### src/rtl/tec_pkg.sv
// Shared constants and state types of the 8-bit timer/event counter
package tec_pkg;

   // Register byte offsets on the Wishbone bus
   localparam logic [7:0] OFS_COUNT   = 8'h00;
   localparam logic [7:0] OFS_COMPARE = 8'h04;
   localparam logic [7:0] OFS_CLKSEL  = 8'h08;
   localparam logic [7:0] OFS_MODE    = 8'h0C;

   // Reset values
   localparam logic [7:0] RST_COUNT   = 8'h00;
   localparam logic [7:0] RST_COMPARE = 8'h00;
   localparam logic [7:0] RST_CLKSEL  = 8'h00;
   localparam logic [7:0] RST_MODE    = 8'h00;

   // Field positions of mode_control
   localparam int MC_ENABLE  = 7;
   localparam int MC_PWM     = 6;
   localparam int MC_SET     = 3;
   localparam int MC_RESET   = 2;
   localparam int MC_INVPOL  = 1;
   localparam int MC_OUTEN   = 0;
   // Bits that are stored; set/reset strobes and bits 5..4 read as zero
   localparam logic [7:0] MC_STORE_MASK = 8'hC3;

   // clock_select encodings
   localparam logic [7:0] CS_EXT_FALL = 8'h00;
   localparam logic [7:0] CS_EXT_RISE = 8'h01;
   localparam logic [7:0] CS_INT_BASE = 8'h02;
   localparam logic [7:0] CS_DIV_MAX  = 8'h07;

   localparam logic [7:0] COUNT_MAX   = 8'hFF;
   localparam logic [7:0] COUNT_ZERO  = 8'h00;

   typedef struct packed {
      logic [7:0]  count;
      logic [7:0]  compare;
      logic [7:0]  clksel;
      logic [7:0]  mode;
      logic        flop;
      logic        pwm_act;
      logic        irq;
      logic        pin;
      logic        ack;
      logic [31:0] rdat;
   } tec_state_s;

   typedef struct packed {
      logic [7:0] pre;
      logic       ev_prev;
      logic       tick;
   } tec_tick_s;

endpackage

### src/rtl/tec_timer.sv
// 8-bit timer/event counter channel with a classic Wishbone slave
`timescale 1ns/1ns
`default_nettype none
module tec_timer #(
   parameter int ADDR_W = 8
) (
   // Clock and reset
   input  wire logic              clk_i,
   input  wire logic              rst_i,
   // Wishbone classic slave
   input  wire logic              cyc_i,
   input  wire logic              stb_i,
   input  wire logic              we_i,
   input  wire logic [ADDR_W-1:0] adr_i,
   input  wire logic [3:0]        sel_i,
   input  wire logic [31:0]       dat_i,
   output logic [31:0]            dat_o,
   output logic                   ack_o,
   // External count input and timer output
   input  wire logic              event_in_i,
   output logic                   timer_output_pin_o,
   // Match interrupt request, one-cycle pulse
   output logic                   match_irq_o
);
   import tec_pkg::*;

   tec_state_s st;
   tec_state_s next_st;
   logic       tick;
   logic       req;
   logic       wr;
   logic [7:0] wdat;
   logic [7:0] rsel;
   logic [7:0] adr8;
   logic       run;
   logic       pwm;
   logic       match;

   assign run = st.mode[MC_ENABLE];
   assign pwm = st.mode[MC_PWM];

   // Count clock source follows clock_select in every mode
   tec_tick_gen u_tick (
      .clk_i          (clk_i),
      .rst_i          (rst_i),
      .run_i          (run),
      .clock_select_i (st.clksel),
      .event_in_i     (event_in_i),
      .tick_o         (tick)
   );

   always_comb begin
      next_st = st;
      adr8    = 8'(adr_i);
      req     = cyc_i & stb_i;
      // Write lands on the edge where the master sees ack high
      wr      = req & we_i & st.ack & sel_i[0];
      wdat    = dat_i[7:0];
      match   = (st.count == st.compare);
      rsel    = COUNT_ZERO;

      // Bus: one ack per request, dropped the cycle after
      next_st.ack = req & ~st.ack;
      case (adr8)
         OFS_COUNT:   rsel = st.count;
         OFS_COMPARE: rsel = st.compare;
         OFS_CLKSEL:  rsel = st.clksel;
         OFS_MODE:    rsel = st.mode;
         default:     rsel = COUNT_ZERO;
      endcase
      next_st.rdat = (req & ~st.ack) ? {24'h00_0000, rsel} : 32'h0000_0000;

      // Counter
      next_st.irq = 1'b0;
      if (!run) begin
         next_st.count   = COUNT_ZERO;
         next_st.pwm_act = 1'b0;
      end else if (tick) begin
         if (pwm) begin
            next_st.count = 8'(st.count + 8'h01);
            if (st.count == COUNT_MAX) begin
               // Zero compare gives zero width, never a glitch
               next_st.pwm_act = (st.compare != COUNT_ZERO);
            end else if (8'(st.count + 8'h01) == st.compare) begin
               next_st.pwm_act = 1'b0;
            end
            next_st.irq = match;
         end else if (match) begin
            next_st.count = COUNT_ZERO;
            next_st.irq   = 1'b1;
            if (st.mode[MC_INVPOL]) begin
               next_st.flop = ~st.flop;
            end
         end else begin
            next_st.count = 8'(st.count + 8'h01);
         end
      end

      // Register writes; the count register is read only
      if (wr) begin
         case (adr8)
            OFS_COMPARE: next_st.compare = wdat;
            OFS_CLKSEL:  next_st.clksel  = wdat;
            OFS_MODE: begin
               next_st.mode = wdat & MC_STORE_MASK;
               if (!wdat[MC_PWM]) begin
                  // Both strobes at once is a prohibited code: left unchanged
                  if (wdat[MC_SET] && !wdat[MC_RESET]) begin
                     next_st.flop = 1'b1;
                  end else if (!wdat[MC_SET] && wdat[MC_RESET]) begin
                     next_st.flop = 1'b0;
                  end
               end
            end
            default: begin
            end
         endcase
      end

      // A stop written this cycle drops the PWM level at once, not one clock late
      if (!next_st.mode[MC_ENABLE]) begin
         next_st.pwm_act = 1'b0;
      end

      // Pin follows the settings whether or not the counter runs
      if (!next_st.mode[MC_OUTEN]) begin
         next_st.pin = 1'b0;
      end else if (next_st.mode[MC_PWM]) begin
         next_st.pin = next_st.pwm_act ^ next_st.mode[MC_INVPOL];
      end else begin
         next_st.pin = next_st.flop;
      end
   end

   always_ff @(posedge clk_i) begin
      if (rst_i) begin
         st <= '0;
      end else begin
         st <= next_st;
      end
   end

   assign dat_o              = st.rdat;
   assign ack_o              = st.ack;
   assign timer_output_pin_o = st.pin;
   assign match_irq_o        = st.irq;
endmodule
`default_nettype wire

### src/rtl/tec_tick_gen.sv
// Count-clock generator: external edge detect or internal prescaler
`timescale 1ns/1ns
`default_nettype none
module tec_tick_gen (
   // Clock and reset
   input  wire logic            clk_i,
   input  wire logic            rst_i,
   // Control
   input  wire logic            run_i,
   input  wire logic [7:0]      clock_select_i,
   input  wire logic            event_in_i,
   // Count clock pulse
   output logic                 tick_o
);
   import tec_pkg::*;

   tec_tick_s st;
   tec_tick_s next_st;
   logic [7:0] div_exp;
   logic [7:0] div_mask;
   logic       ev_rise;
   logic       ev_fall;

   always_comb begin
      next_st = st;
      ev_rise = event_in_i & ~st.ev_prev;
      ev_fall = ~event_in_i & st.ev_prev;
      div_exp = 8'(clock_select_i - CS_INT_BASE);
      if (div_exp > CS_DIV_MAX) begin
         div_exp = CS_DIV_MAX;
      end
      div_mask = 8'((8'h01 << div_exp) - 8'h01);
      next_st.ev_prev = event_in_i;
      // Prescaler restarts with the counter, so the first count clock comes one cycle after the start
      next_st.pre = run_i ? 8'(st.pre + 8'h01) : COUNT_ZERO;
      if (!run_i) begin
         next_st.tick = 1'b0;
      end else if (clock_select_i == CS_EXT_FALL) begin
         next_st.tick = ev_fall;
      end else if (clock_select_i == CS_EXT_RISE) begin
         next_st.tick = ev_rise;
      end else begin
         next_st.tick = ((st.pre & div_mask) == COUNT_ZERO);
      end
   end

   always_ff @(posedge clk_i) begin
      if (rst_i) begin
         st <= '0;
      end else begin
         st <= next_st;
      end
   end

   assign tick_o = st.tick;
endmodule
`default_nettype wire

### config.mk
export PLATFORM = sky130hd
export DESIGN_NAME = tec_timer
export DESIGN_NICKNAME = d
export VERILOG_FILES = /design/src/rtl/tec_pkg.sv /design/src/rtl/tec_timer.sv /design/src/rtl/tec_tick_gen.sv
export SDC_FILE = /design/constraint.sdc
export NUM_CORES = 1
export LEC_CHECK = 0
export BUFFER_PORTS_ARGS = -buffer_cell sky130_fd_sc_hd__buf_4
export CORE_ASPECT_RATIO = 0.9
export CORE_MARGIN = 3
export CORE_UTILIZATION = 29
export DETAILED_ROUTE_END_ITERATION = 10
export PLACE_DENSITY = 0.51
export RECOVER_POWER = 25
export REMOVE_ABC_BUFFERS = 1
export SYNTH_ARGS = -nofsm -noshare
export SYNTH_HDL_FRONTEND = slang
export SYNTH_HIERARCHICAL = 1
export SYNTH_SLANG_ARGS = --single-unit
### constraint.sdc
create_clock -name clk_i -period 2.7 [get_ports clk_i]
set_clock_uncertainty 0.15 [all_clocks]
set_input_delay 0.675 -clock clk_i [delete_from_list [all_inputs] [get_ports clk_i]]
set_output_delay 0.675 -clock clk_i [all_outputs]
set_load 0.02 [all_outputs]
# Word-level counts from Yosys, hierarchy flattened
# Index checks and enable logic that the tools add are counted.
dict set report totals {
  reg_bits 75
  latch_bits 0
  ram_bits 0
  rom_bits 0
  inputBits 50
  output_inout_bits 35
  wordCells 82
  n_memories 0
}
dict set report classes {
  addsub 4
  mul 0
  div 0
  order_cmp 1
  eq_ne 7
  shifts 1
  n_mux 24
  bitwise 17
  reduce_logical 14
}
# cell n
set op_table {}
lappend op_table {{8-bit one-hot mux with 4 select lines} 1}
lappend op_table {{8-bit zero test} 3}
lappend op_table {{8-bit two-way mux} 3}
lappend op_table {{9-bit two-way mux} 2}
lappend op_table {{1-bit two-way mux} 17}
lappend op_table {{8-bit by 1-bit adder with 8-bit output, second input constant} 2}
lappend op_table {{8-bit by 4-bit == test with 1-bit output, second input constant} 2}
lappend op_table {{8-bit == test} 2}
lappend op_table {{8-bit bitwise AND} 1}
lappend op_table {{8-bit by 1-bit == test with 1-bit output, second input constant} 1}
lappend op_table {{8-bit by 3-bit == test with 1-bit output, second input constant} 1}
lappend op_table {{8-bit == test, second input constant} 1}
lappend op_table {{8-bit by 3-bit greater-than comparator with 1-bit output, second input constant} 1}
lappend op_table {{1-bit inverter} 8}
lappend op_table {{8-bit nonzero test} 1}
lappend op_table {{1-bit by 8-bit left shift with 8-bit output, first input constant} 1}
lappend op_table {{8-bit by 1-bit subtractor with 8-bit output, second input constant} 1}
lappend op_table {{8-bit by 2-bit subtractor with 8-bit output, second input constant} 1}
lappend op_table {{1-bit bitwise AND} 7}
lappend op_table {{2-bit OR reduction} 3}
lappend op_table {{2-bit AND reduction} 2}
lappend op_table {{3-bit two-way mux} 1}
lappend op_table {{3-bit OR reduction} 1}
lappend op_table {{1-bit logical AND} 2}
lappend op_table {{other kinds (2)} 3}

# Depth between registers and ports, before layout
# Gate-level depths: netlist of run 1.
dict set report depth {
  depth_word 15
  mapped_depth 14
  mapped_depth_nobuf 13
}

# Hierarchy
# The synthesis of run 1 kept the hierarchy.
# module n_inst cells_per_inst area_per_inst_um2 seq_area_each_um2
set modules_own_cells {}
lappend modules_own_cells {tec_timer 1 272 2409.8 820.8}
lappend modules_own_cells {tec_tick_gen 1 77 641.9 180.2}

# Least setup slack after synthesis of run 1
# OpenSTA, ideal clock, no wires.
dict set report synth_timing {
  path_type {reg2reg}
  start {register st[46] (netlist bit)}
  end {register u_tick.st, in the netlist u_tick/tick_o}
  setup_ps 87
  arrival_ps 2590
  t_required_ps 2463
  slack_ps -127
  path_stages_with_launch 14
  n_path_buf 1
  period_less_slack_ps 2827
  path_cell_list {dfxtp_1 buf_2 inv_1 ha_1 xnor2_1 nand4_4 or3_1 ha_1 inv_1 a221oi_1 o31ai_1 a21oi_1 nand4_1 o31ai_1}
}
dict set report synth_via {
  elab_chain_len 9
  word_cells_on_any_way 11
  classes_between {add/sub: 2; order compare: 1; eq/ne: 1; shift: 1; mux: 3; bitwise: 1; reduce/logical: 2}
}
# item line
set synth_lines {}
lappend synth_lines {{from (decl)} tec_timer.sv:27} ;# tec_state_s st;
lappend synth_lines {{from (signal assigned)} tec_timer.sv:139} ;# st <= next_st;
lappend synth_lines {{8-bit by 2-bit subtractor with 8-bit output} tec_tick_gen.sv:28} ;# div_exp = 8'(clock_select_i - CS_INT_BASE);
lappend synth_lines {{8-bit by 3-bit greater-than comparator with 1-bit output} tec_tick_gen.sv:29} ;# if (div_exp > CS_DIV_MAX) begin
lappend synth_lines {{8-bit two-way mux} tec_tick_gen.sv:29}
lappend synth_lines {{1-bit by 8-bit left shift with 8-bit output} tec_tick_gen.sv:32} ;# div_mask = 8'((8'h01 << div_exp) - 8'h01);
lappend synth_lines {{8-bit by 1-bit subtractor with 8-bit output} tec_tick_gen.sv:32}
lappend synth_lines {{8-bit bitwise AND} tec_tick_gen.sv:43} ;# next_st.tick = ((st.pre & div_mask) == COUNT_ZERO);
lappend synth_lines {{8-bit zero test} tec_tick_gen.sv:43}
lappend synth_lines {{1-bit two-way mux} tec_tick_gen.sv:40} ;# end else if (clock_select_i == CS_EXT_RISE) begin
lappend synth_lines {{1-bit two-way mux *} tec_tick_gen.sv:38} ;# end else if (clock_select_i == CS_EXT_FALL) begin
lappend synth_lines {{to (signal assigned)} tec_tick_gen.sv:51} ;# st <= next_st;
lappend synth_lines {{to (decl)} tec_tick_gen.sv:17} ;# tec_tick_s st;
# Mark *: on every way between the ends. The rest lies on a longest branch, timed or not.
# A chain may end at the register's enable or synchronous reset.

# Worst setup path in the final report of run 1
# Ends and elaborated chain as after synthesis.

==> results.py, run 1 <==
metrics = {
    "global_routing": {
        "grt_max_degree": 27,
        "antenna_found_initial": 0,
        "grt_use_total_pct": 12.3,
        "grt_remaining_overflow": 0,
        "grt_pass1_wl_um": 11600,
        "grt_pass1_vias": 2294,
    },
    "finish": {
        "drive_above_1_share_pct": 22.4,
        "area_growth_pct": 17.1,
        "antenna_cells": 0,
        "nets": 441,
        "stdcell_count": 514,
    },
    "clocking": {
        "hold_buffers": 0,
        "cts_root_buffer": "clkbuf_16",
        "numCtsBuffers": 5,
        "clockBufferDepth": 2,
        "cts_tree": "built",
        "clock-sinks": 50,
        "htreeDepth": 2,
        "clk_latency_ns": 0.29,
        "clk_pin_slew_ns": 0.07,
    },
    "timing": {
        "rsz0062_at_grt": "no",
        "slew-limit-headroom_pct": 18.3,
        "setup-violations-final": 0,
        "min_period_over_period_pct": 94.4,
        "worst_pin_slew_ns": 1.23,
        "hold_viol_final": 0,
        "fmax_ghz": 0.392,
        "slew_viol_final": 0,
        "min_period_ns": 2.55,
    },
    "critical_path": {
        "worstPathCellList": "buf_8, or4_4, nand4_4, buf_6, inv_1, nand4_1, ha_1, inv_1, a221oi_2, o31ai_1, a21oi_1, nand4_1, o31ai_1",
        "crit_arrival_ns": 2.60,
        "reg2regPathDepth": 13,
        "r2r_end": "u_tick/tick_o",
        "cp.required_ns": 2.75,
        "start_kind": "flip-flop",
        "cp.depth": 13,
        "critPathMaxFanout": 4,
        "crit_slowest_cell": "or4_4",
        "crit_buf_inv": 4,
        "critPathKind": "flip-flop to flip-flop",
        "rrSetupSlack_ns": 0.15,
        "worstReg2RegStart": "st[46]",
        "max_stage_delay_ns": 0.52,
        "crit_family": "simple AND/OR/NAND/NOR gates",
        "end_kind": "flip-flop",
    },
    "routing": {
        "ant_nets": 0,
        "drtIter0Drc": 96,
        "vias": 2480,
        "first_pass_iters": 4,
        "wl_um": 7260,
        "via_per_inst": 4.82,
        "wl_per_cell_um": 14.1,
        "drc": 0,
    },
    "logic_synthesis": {
        "synth_top_family_by_area": "simple AND/OR/NAND/NOR gates",
        "synth_edf_count": 0,
        "synth_xor_area_share_pct": 6.72,
        "synth_cells": 349,
        "async_flop_share_pct": 0,
        "syn_area_per_cell_um2": 8.74,
        "synthesis.area_um2": 3050,
        "synth_ff_type": "dfxtp_1",
        "ys_warn_count": 6,
        "synthMuxAreaShare_pct": 10.5,
        "synth_simple_gate_area_share_pct": 26.1,
        "synth_fa_ha_area_share_pct": 1.64,
        "ys_ff_latch": 50,
        "yosysSeqAreaShare_pct": 32.8,
        "synth-compound-area-share_pct": 10.8,
        "ys_types": 59,
    },
    "place": {
        "dpl.hpwl_um": 5440,
        "place.gp.congestion": 0.814,
        "dp_cells": 502,
        "io_buffers": 33,
    },
    "pwr": {
        "finalPower_uw": 1470,
        "vdd.ir_drop.worst_mv": 0.232,
        "p_leak_uw": 0.00129,
        "power.density_nw_per_um2": 412,
    },
    "hold_path": {
        "min_from": "ack_o",
        "hold_depth": 1,
        "hold_path.class": "flip-flop to flip-flop",
        "min_to": "ack_o",
    },
    "floorplan": {
        "die_w_um": 114,
        "die_height_um": 103,
        "core_um2": 9950,
        "ioPinCount": 85,
        "die-area_um2": 11800,
        "initial_core_util_pct": 30.7,
        "rows": 34,
    },
    "run": {
        "cap_violations": 0,
    },
    "outcome": {
        "status": "completed",
    },
}
cell usage in the layout, fill, tap and decap left out, types with 7 or more instances in the layout:
cell type,instances
buf_4,45
clkbuf_1,9
inv_1,7
nand4_1,7
conb_1,24
a21oi_1,14
nor2_1,54
nor3_1,10
xor2_1,7
dfxtp_1,47
nand2_1,15
nand3_1,9
nor2b_1,12
mux2i_1,24
xnor2_1,8
worst max path at each step:
stage,start,to,slack [ns]
2_1_floorplan,st[46],u_tick/tick_o,-0.15
3_3_place_gp,st[46],u_tick/tick_o,-0.03
3_5_place_dp,st[46],u_tick/tick_o,-0.06
4_1_cts,st[46],u_tick/tick_o,0.03
5_1_grt,st[47],u_tick/tick_o,0.004
6_report,st[46],u_tick/tick_o,0.15
worst register-to-register path: cells and delay by family, from the launching register on:
kind	cells	cell delay, ns
AND/OR/NAND/NOR	4	0.82
AO/OA/AOI/OAI	4	0.70
flip-flops	1	0.33
buffers and inverters	4	0.33
adder cells (fa/ha/maj)	1	0.14
area by class of cell:
cell class              count  area, µm²
fillers                  1071       6380
well taps                 126        158
inverters                   9       33.8
multi-input cells         266       1840
flip-flops and latches     50       1000
clock inverters             1       5.00
repair buffers             55        394
clock buffers               7        143
cell usage after synthesis (all sizes together), types with 4 or more instances:
library cell	n	area (µm²)
inv	9	33.8
ha	4	50.1
nor2b	12	75.1
dfxtp	50	1000
xnor2	13	144
nor3b	4	30.0
nand2b	4	25.0
nor3	11	60.1
o31ai	4	48.8
clkbuf	5	18.8
nor4	9	90.1
a21oi	14	70.1
nand2	15	56.3
o21ai	10	50.1
mux2i	24	240
buf	42	294
nor2	56	220
xor2	7	61.3
o211ai	4	35.0
nand4	11	103
nand3	9	45.0
registers in the layout (all words and copies together), names as in the netlist:
name and cells:
run 1, st 28, match_irq_o 1, pwm 1, timer_output_pin_o 1, dat_o 8, ack_o 1, u_tick/tick_o 1
u_tick/st 8
per-stage QoR:
| stage | setup TNS [ns] | hold WS (ns) | util [%] | cell area, µm² | setup slack [ns] |
|---|---|---|---|---|---|
| 2_1_floorplan | -0.525 | 0.287 | - | 2830 | -0.155 |
| 3_3_place_gp | -0.0337 | 0.312 | 33.8 | 3370 | -0.0337 |
| 3_5_place_dp | -0.0615 | 0.305 | 33.8 | 3370 | -0.0615 |
| 4_1_cts | 0 | 0.330 | 35.5 | 3540 | 0.0328 |
| 5_1_grt | 0 | 0.358 | 35.9 | 3570 | 0.00378 |
| 6_report | 0 | 0.335 | 35.9 | 3570 | 0.152 |
repair_timing:
action,4_1_cts,5_1_grt
gates resized for setup,3,10
setup endpoints to repair,1,1
pin swaps,0,10
setup buffers,0,4
per-layer routing:
metal | wire length [µm] | vias up | GRT usage (%) | part of all wire, %
met3 | 450 | 5 | 2.27 | 6.2
met4 | 73 | 0 | 3.93 | 1.0
met1 | 3790 | 1165 | 19.0 | 52
met2 | 2940 | 71 | 17.0 | 41
li1 | - | 1239 | - | -
met5 | 0 | - | 0 | 0
power breakdown:
part           switching [µW]  internal, µW  total (µW)  leakage, µW
registers               0.838           738         739     0.000404
logic                    63.8          29.6        93.3     0.000816
clock network             272           368         640    0.0000739
logic make-up after synthesis:
logic type                 after synthesis
DFF                                     50
and+or+nand+nor                        143
muxes                                   28
AOI/OAI and AO/OA                       47
xor gates and xnor gates                20
other                                    1
buffers and inverters                   56
adders and majority gates                4
Power figures use the tool's default switching activity.
==> run 2: changes to the inputs <==
Settings changed: CORE_UTILIZATION 29 to 45, PLACE_DENSITY 0.51 to 0.73.
Clock period 2.7 ns to 2.2 ns, I/O delays scaled along.
==> results.py, run 2 (same netlist as run 1, synthesis figures left out) <==
metrics = {
    "critical_path": {
        "max_stage_delay_ns": 0.54,
        "r2r_end": "u_tick/tick_o",
        "crit_end": "u_tick/tick_o",
        "start_kind": "flip-flop",
        "worstPathCellList": "buf_6, or4_4, nand4_4, buf_6, inv_2, nand4_1, ha_1, inv_1, a221oi_2, o31ai_1, a21oi_1, nand4_1, o31ai_2",
        "crit_arrival_ns": 2.66,
        "crit_start": "st[47]",
        "crit_slowest_cell": "or4_4",
        "worstReg2RegStart": "st[47]",
        "rrSetupSlack_ns": -0.38,
        "cp.required_ns": 2.28,
        "critPathMaxFanout": 4,
        "critPathKind": "flip-flop to flip-flop",
        "reg2regPathDepth": 13,
        "end_kind": "flip-flop",
    },
    "finish": {
        "fin_area_um2": 3700,
        "antenna_cells": 0,
        "final_cell_mix": "buf_4 (72), nor2_1 (54), dfxtp_1 (44)",
        "top_register": "st",
        "nFillCells": 561,
        "drive_above_1_share_pct": 30.0,
        "regArea_um2": 1010,
        "fin_util_pct": 58.3,
        "final_common_cell": "buf_4",
        "area_growth_pct": 21.3,
        "multiInputGateArea_um2": 1850,
        "largest_reg_flops": 28,
        "nets": 467,
    },
    "routing": {
        "via_per_inst": 5.18,
        "wl_per_cell_um": 14.5,
        "first_pass_iters": 4,
        "drc": 0,
        "drtIter0Drc": 191,
        "wl_um": 7240,
        "vias": 2593,
        "ant_nets": 0,
    },
    "floorplan": {
        "core_um2": 6350,
        "die-area_um2": 7810,
        "die_height_um": 84.1,
        "initial_core_util_pct": 48.0,
        "die_w_um": 92.8,
        "rows": 27,
        "ioPinCount": 85,
    },
    "global_routing": {
        "grt_use_total_pct": 18.9,
        "grt_max_degree": 20,
        "grt_remaining_overflow": 0,
        "antenna_found_initial": 0,
        "grt_pass1_vias": 2494,
        "grt_pass1_wl_um": 12000,
    },
    "timing": {
        "min_period_ns": 2.58,
        "fmax_ghz": 0.388,
        "slew-limit-headroom_pct": 41.6,
        "slew_viol_final": 0,
        "hold_viol_final": 0,
        "setup-violations-final": 9,
        "whs_ns": 0.320,
        "worst_pin_slew_ns": 0.875,
        "setup_ws_ns": -0.375,
        "min_period_over_period_pct": 117,
        "rsz0062_at_grt": "yes",
    },
    "place": {
        "placed_area_um2": 3510,
        "pre_cts_ws_ns": -0.600,
        "io_buffers": 33,
        "place.gp.congestion": 0.971,
        "dpl.hpwl_um": 5310,
    },
    "pwr": {
        "p_leak_uw": 0.00141,
        "power.density_nw_per_um2": 453,
        "vdd.ir_drop.worst_mv": 0.227,
    },
    "outcome": {
        "status": "complete, but fails checks",
        "violations": "setup timing",
    },
    "clocking": {
        "clk_pin_slew_ns": 0.10,
        "cts_root_buffer": "clkbuf_8",
        "clock-sinks": 50,
        "numCtsBuffers": 5,
        "clockBufferDepth": 2,
        "clk_latency_ns": 0.31,
        "htreeDepth": 2,
        "cts_tree": "built",
    },
    "run": {
        "cap_violations": 0,
    },
    "hold_path": {
        "hold_path.class": "input pin to flip-flop",
        "min_from": "event_in_i",
        "hold_depth": 2,
    },
}
## run 2: cell types whose count changed in the layout (fill, tap and decap cells not counted), moves of 2 or more
cell and change:
clkbuf_16 -5, dfxtp_2 +3, xnor2_2 +2, clkbuf_8 +4
buf_4 +27, clkbuf_1 -2, dfxtp_1 -3
## run 2: per-stage QoR
stage | cells | power, µW | setup TNS, ns
3_3_place_gp | 489 | 1050 | -1.07
6_report | 501 | 1680 | -1.09
4_1_cts | 499 | 1690 | -0.373
3_5_place_dp | 489 | 1050 | -2.31
5_1_grt | 501 | 1740 | -4.24
2_1_floorplan | 325 | 980 | -4.24
## run 2: power by group
group          internal (µW)  leakage (µW)  switching (µW)  total (µW)
Sequential               906      0.000406           0.935         907
Combinational           40.2      0.000945            76.4         117
Clock                    335     0.0000579             317         652
## run 2: what timing repair did
action                                  4_1_cts  5_1_grt
endpoints found under the setup margin        2        5
pin swaps                                     9        6
setup buffers                                 2        2
hold buffers                                  0        0
gates resized for setup                      12       11
## run 2: worst max-delay path: cells and delay by family, from the launching register on
kind / cells / cell delay [ns]
adder cells (fa/ha/maj): 1 / 0.13
flip-flops: 1 / 0.35
AND/OR/NAND/NOR: 4 / 0.86
buffers and inverters: 4 / 0.31
AO/OA/AOI/OAI: 4 / 0.70
## run 2: metal layers
metal / vias to the layer above / global-route usage [%] / share of wire, %
met5: - / 0 / 0
met4: 0 / 5.06 / 1.2
met3: 8 / 3.34 / 6.8
met2: 95 / 29.5 / 44
met1: 1205 / 26.9 / 47
li1: 1285 / - / -
## run 2: how the worst min path moves through the flow
stage	slack, ns	endpoint
3_3_place_gp	0.31	ack_o
6_report	0.32	u_tick/st[1]
4_1_cts	0.32	st[38]
2_1_floorplan	0.29	u_tick/st[2]
5_1_grt	0.34	u_tick/st[1]
3_5_place_dp	0.31	ack_o
## run 2: layout make-up
cell class | count | share of cell area [%]
multi-input combinational | 266 | 50.0
sequential | 50 | 27.2
timing repair buffer | 81 | 15.9
tap | 87 | 2.94
clock buffer | 5 | 1.86
clock inverter | 3 | 1.08
inverter | 9 | 0.913
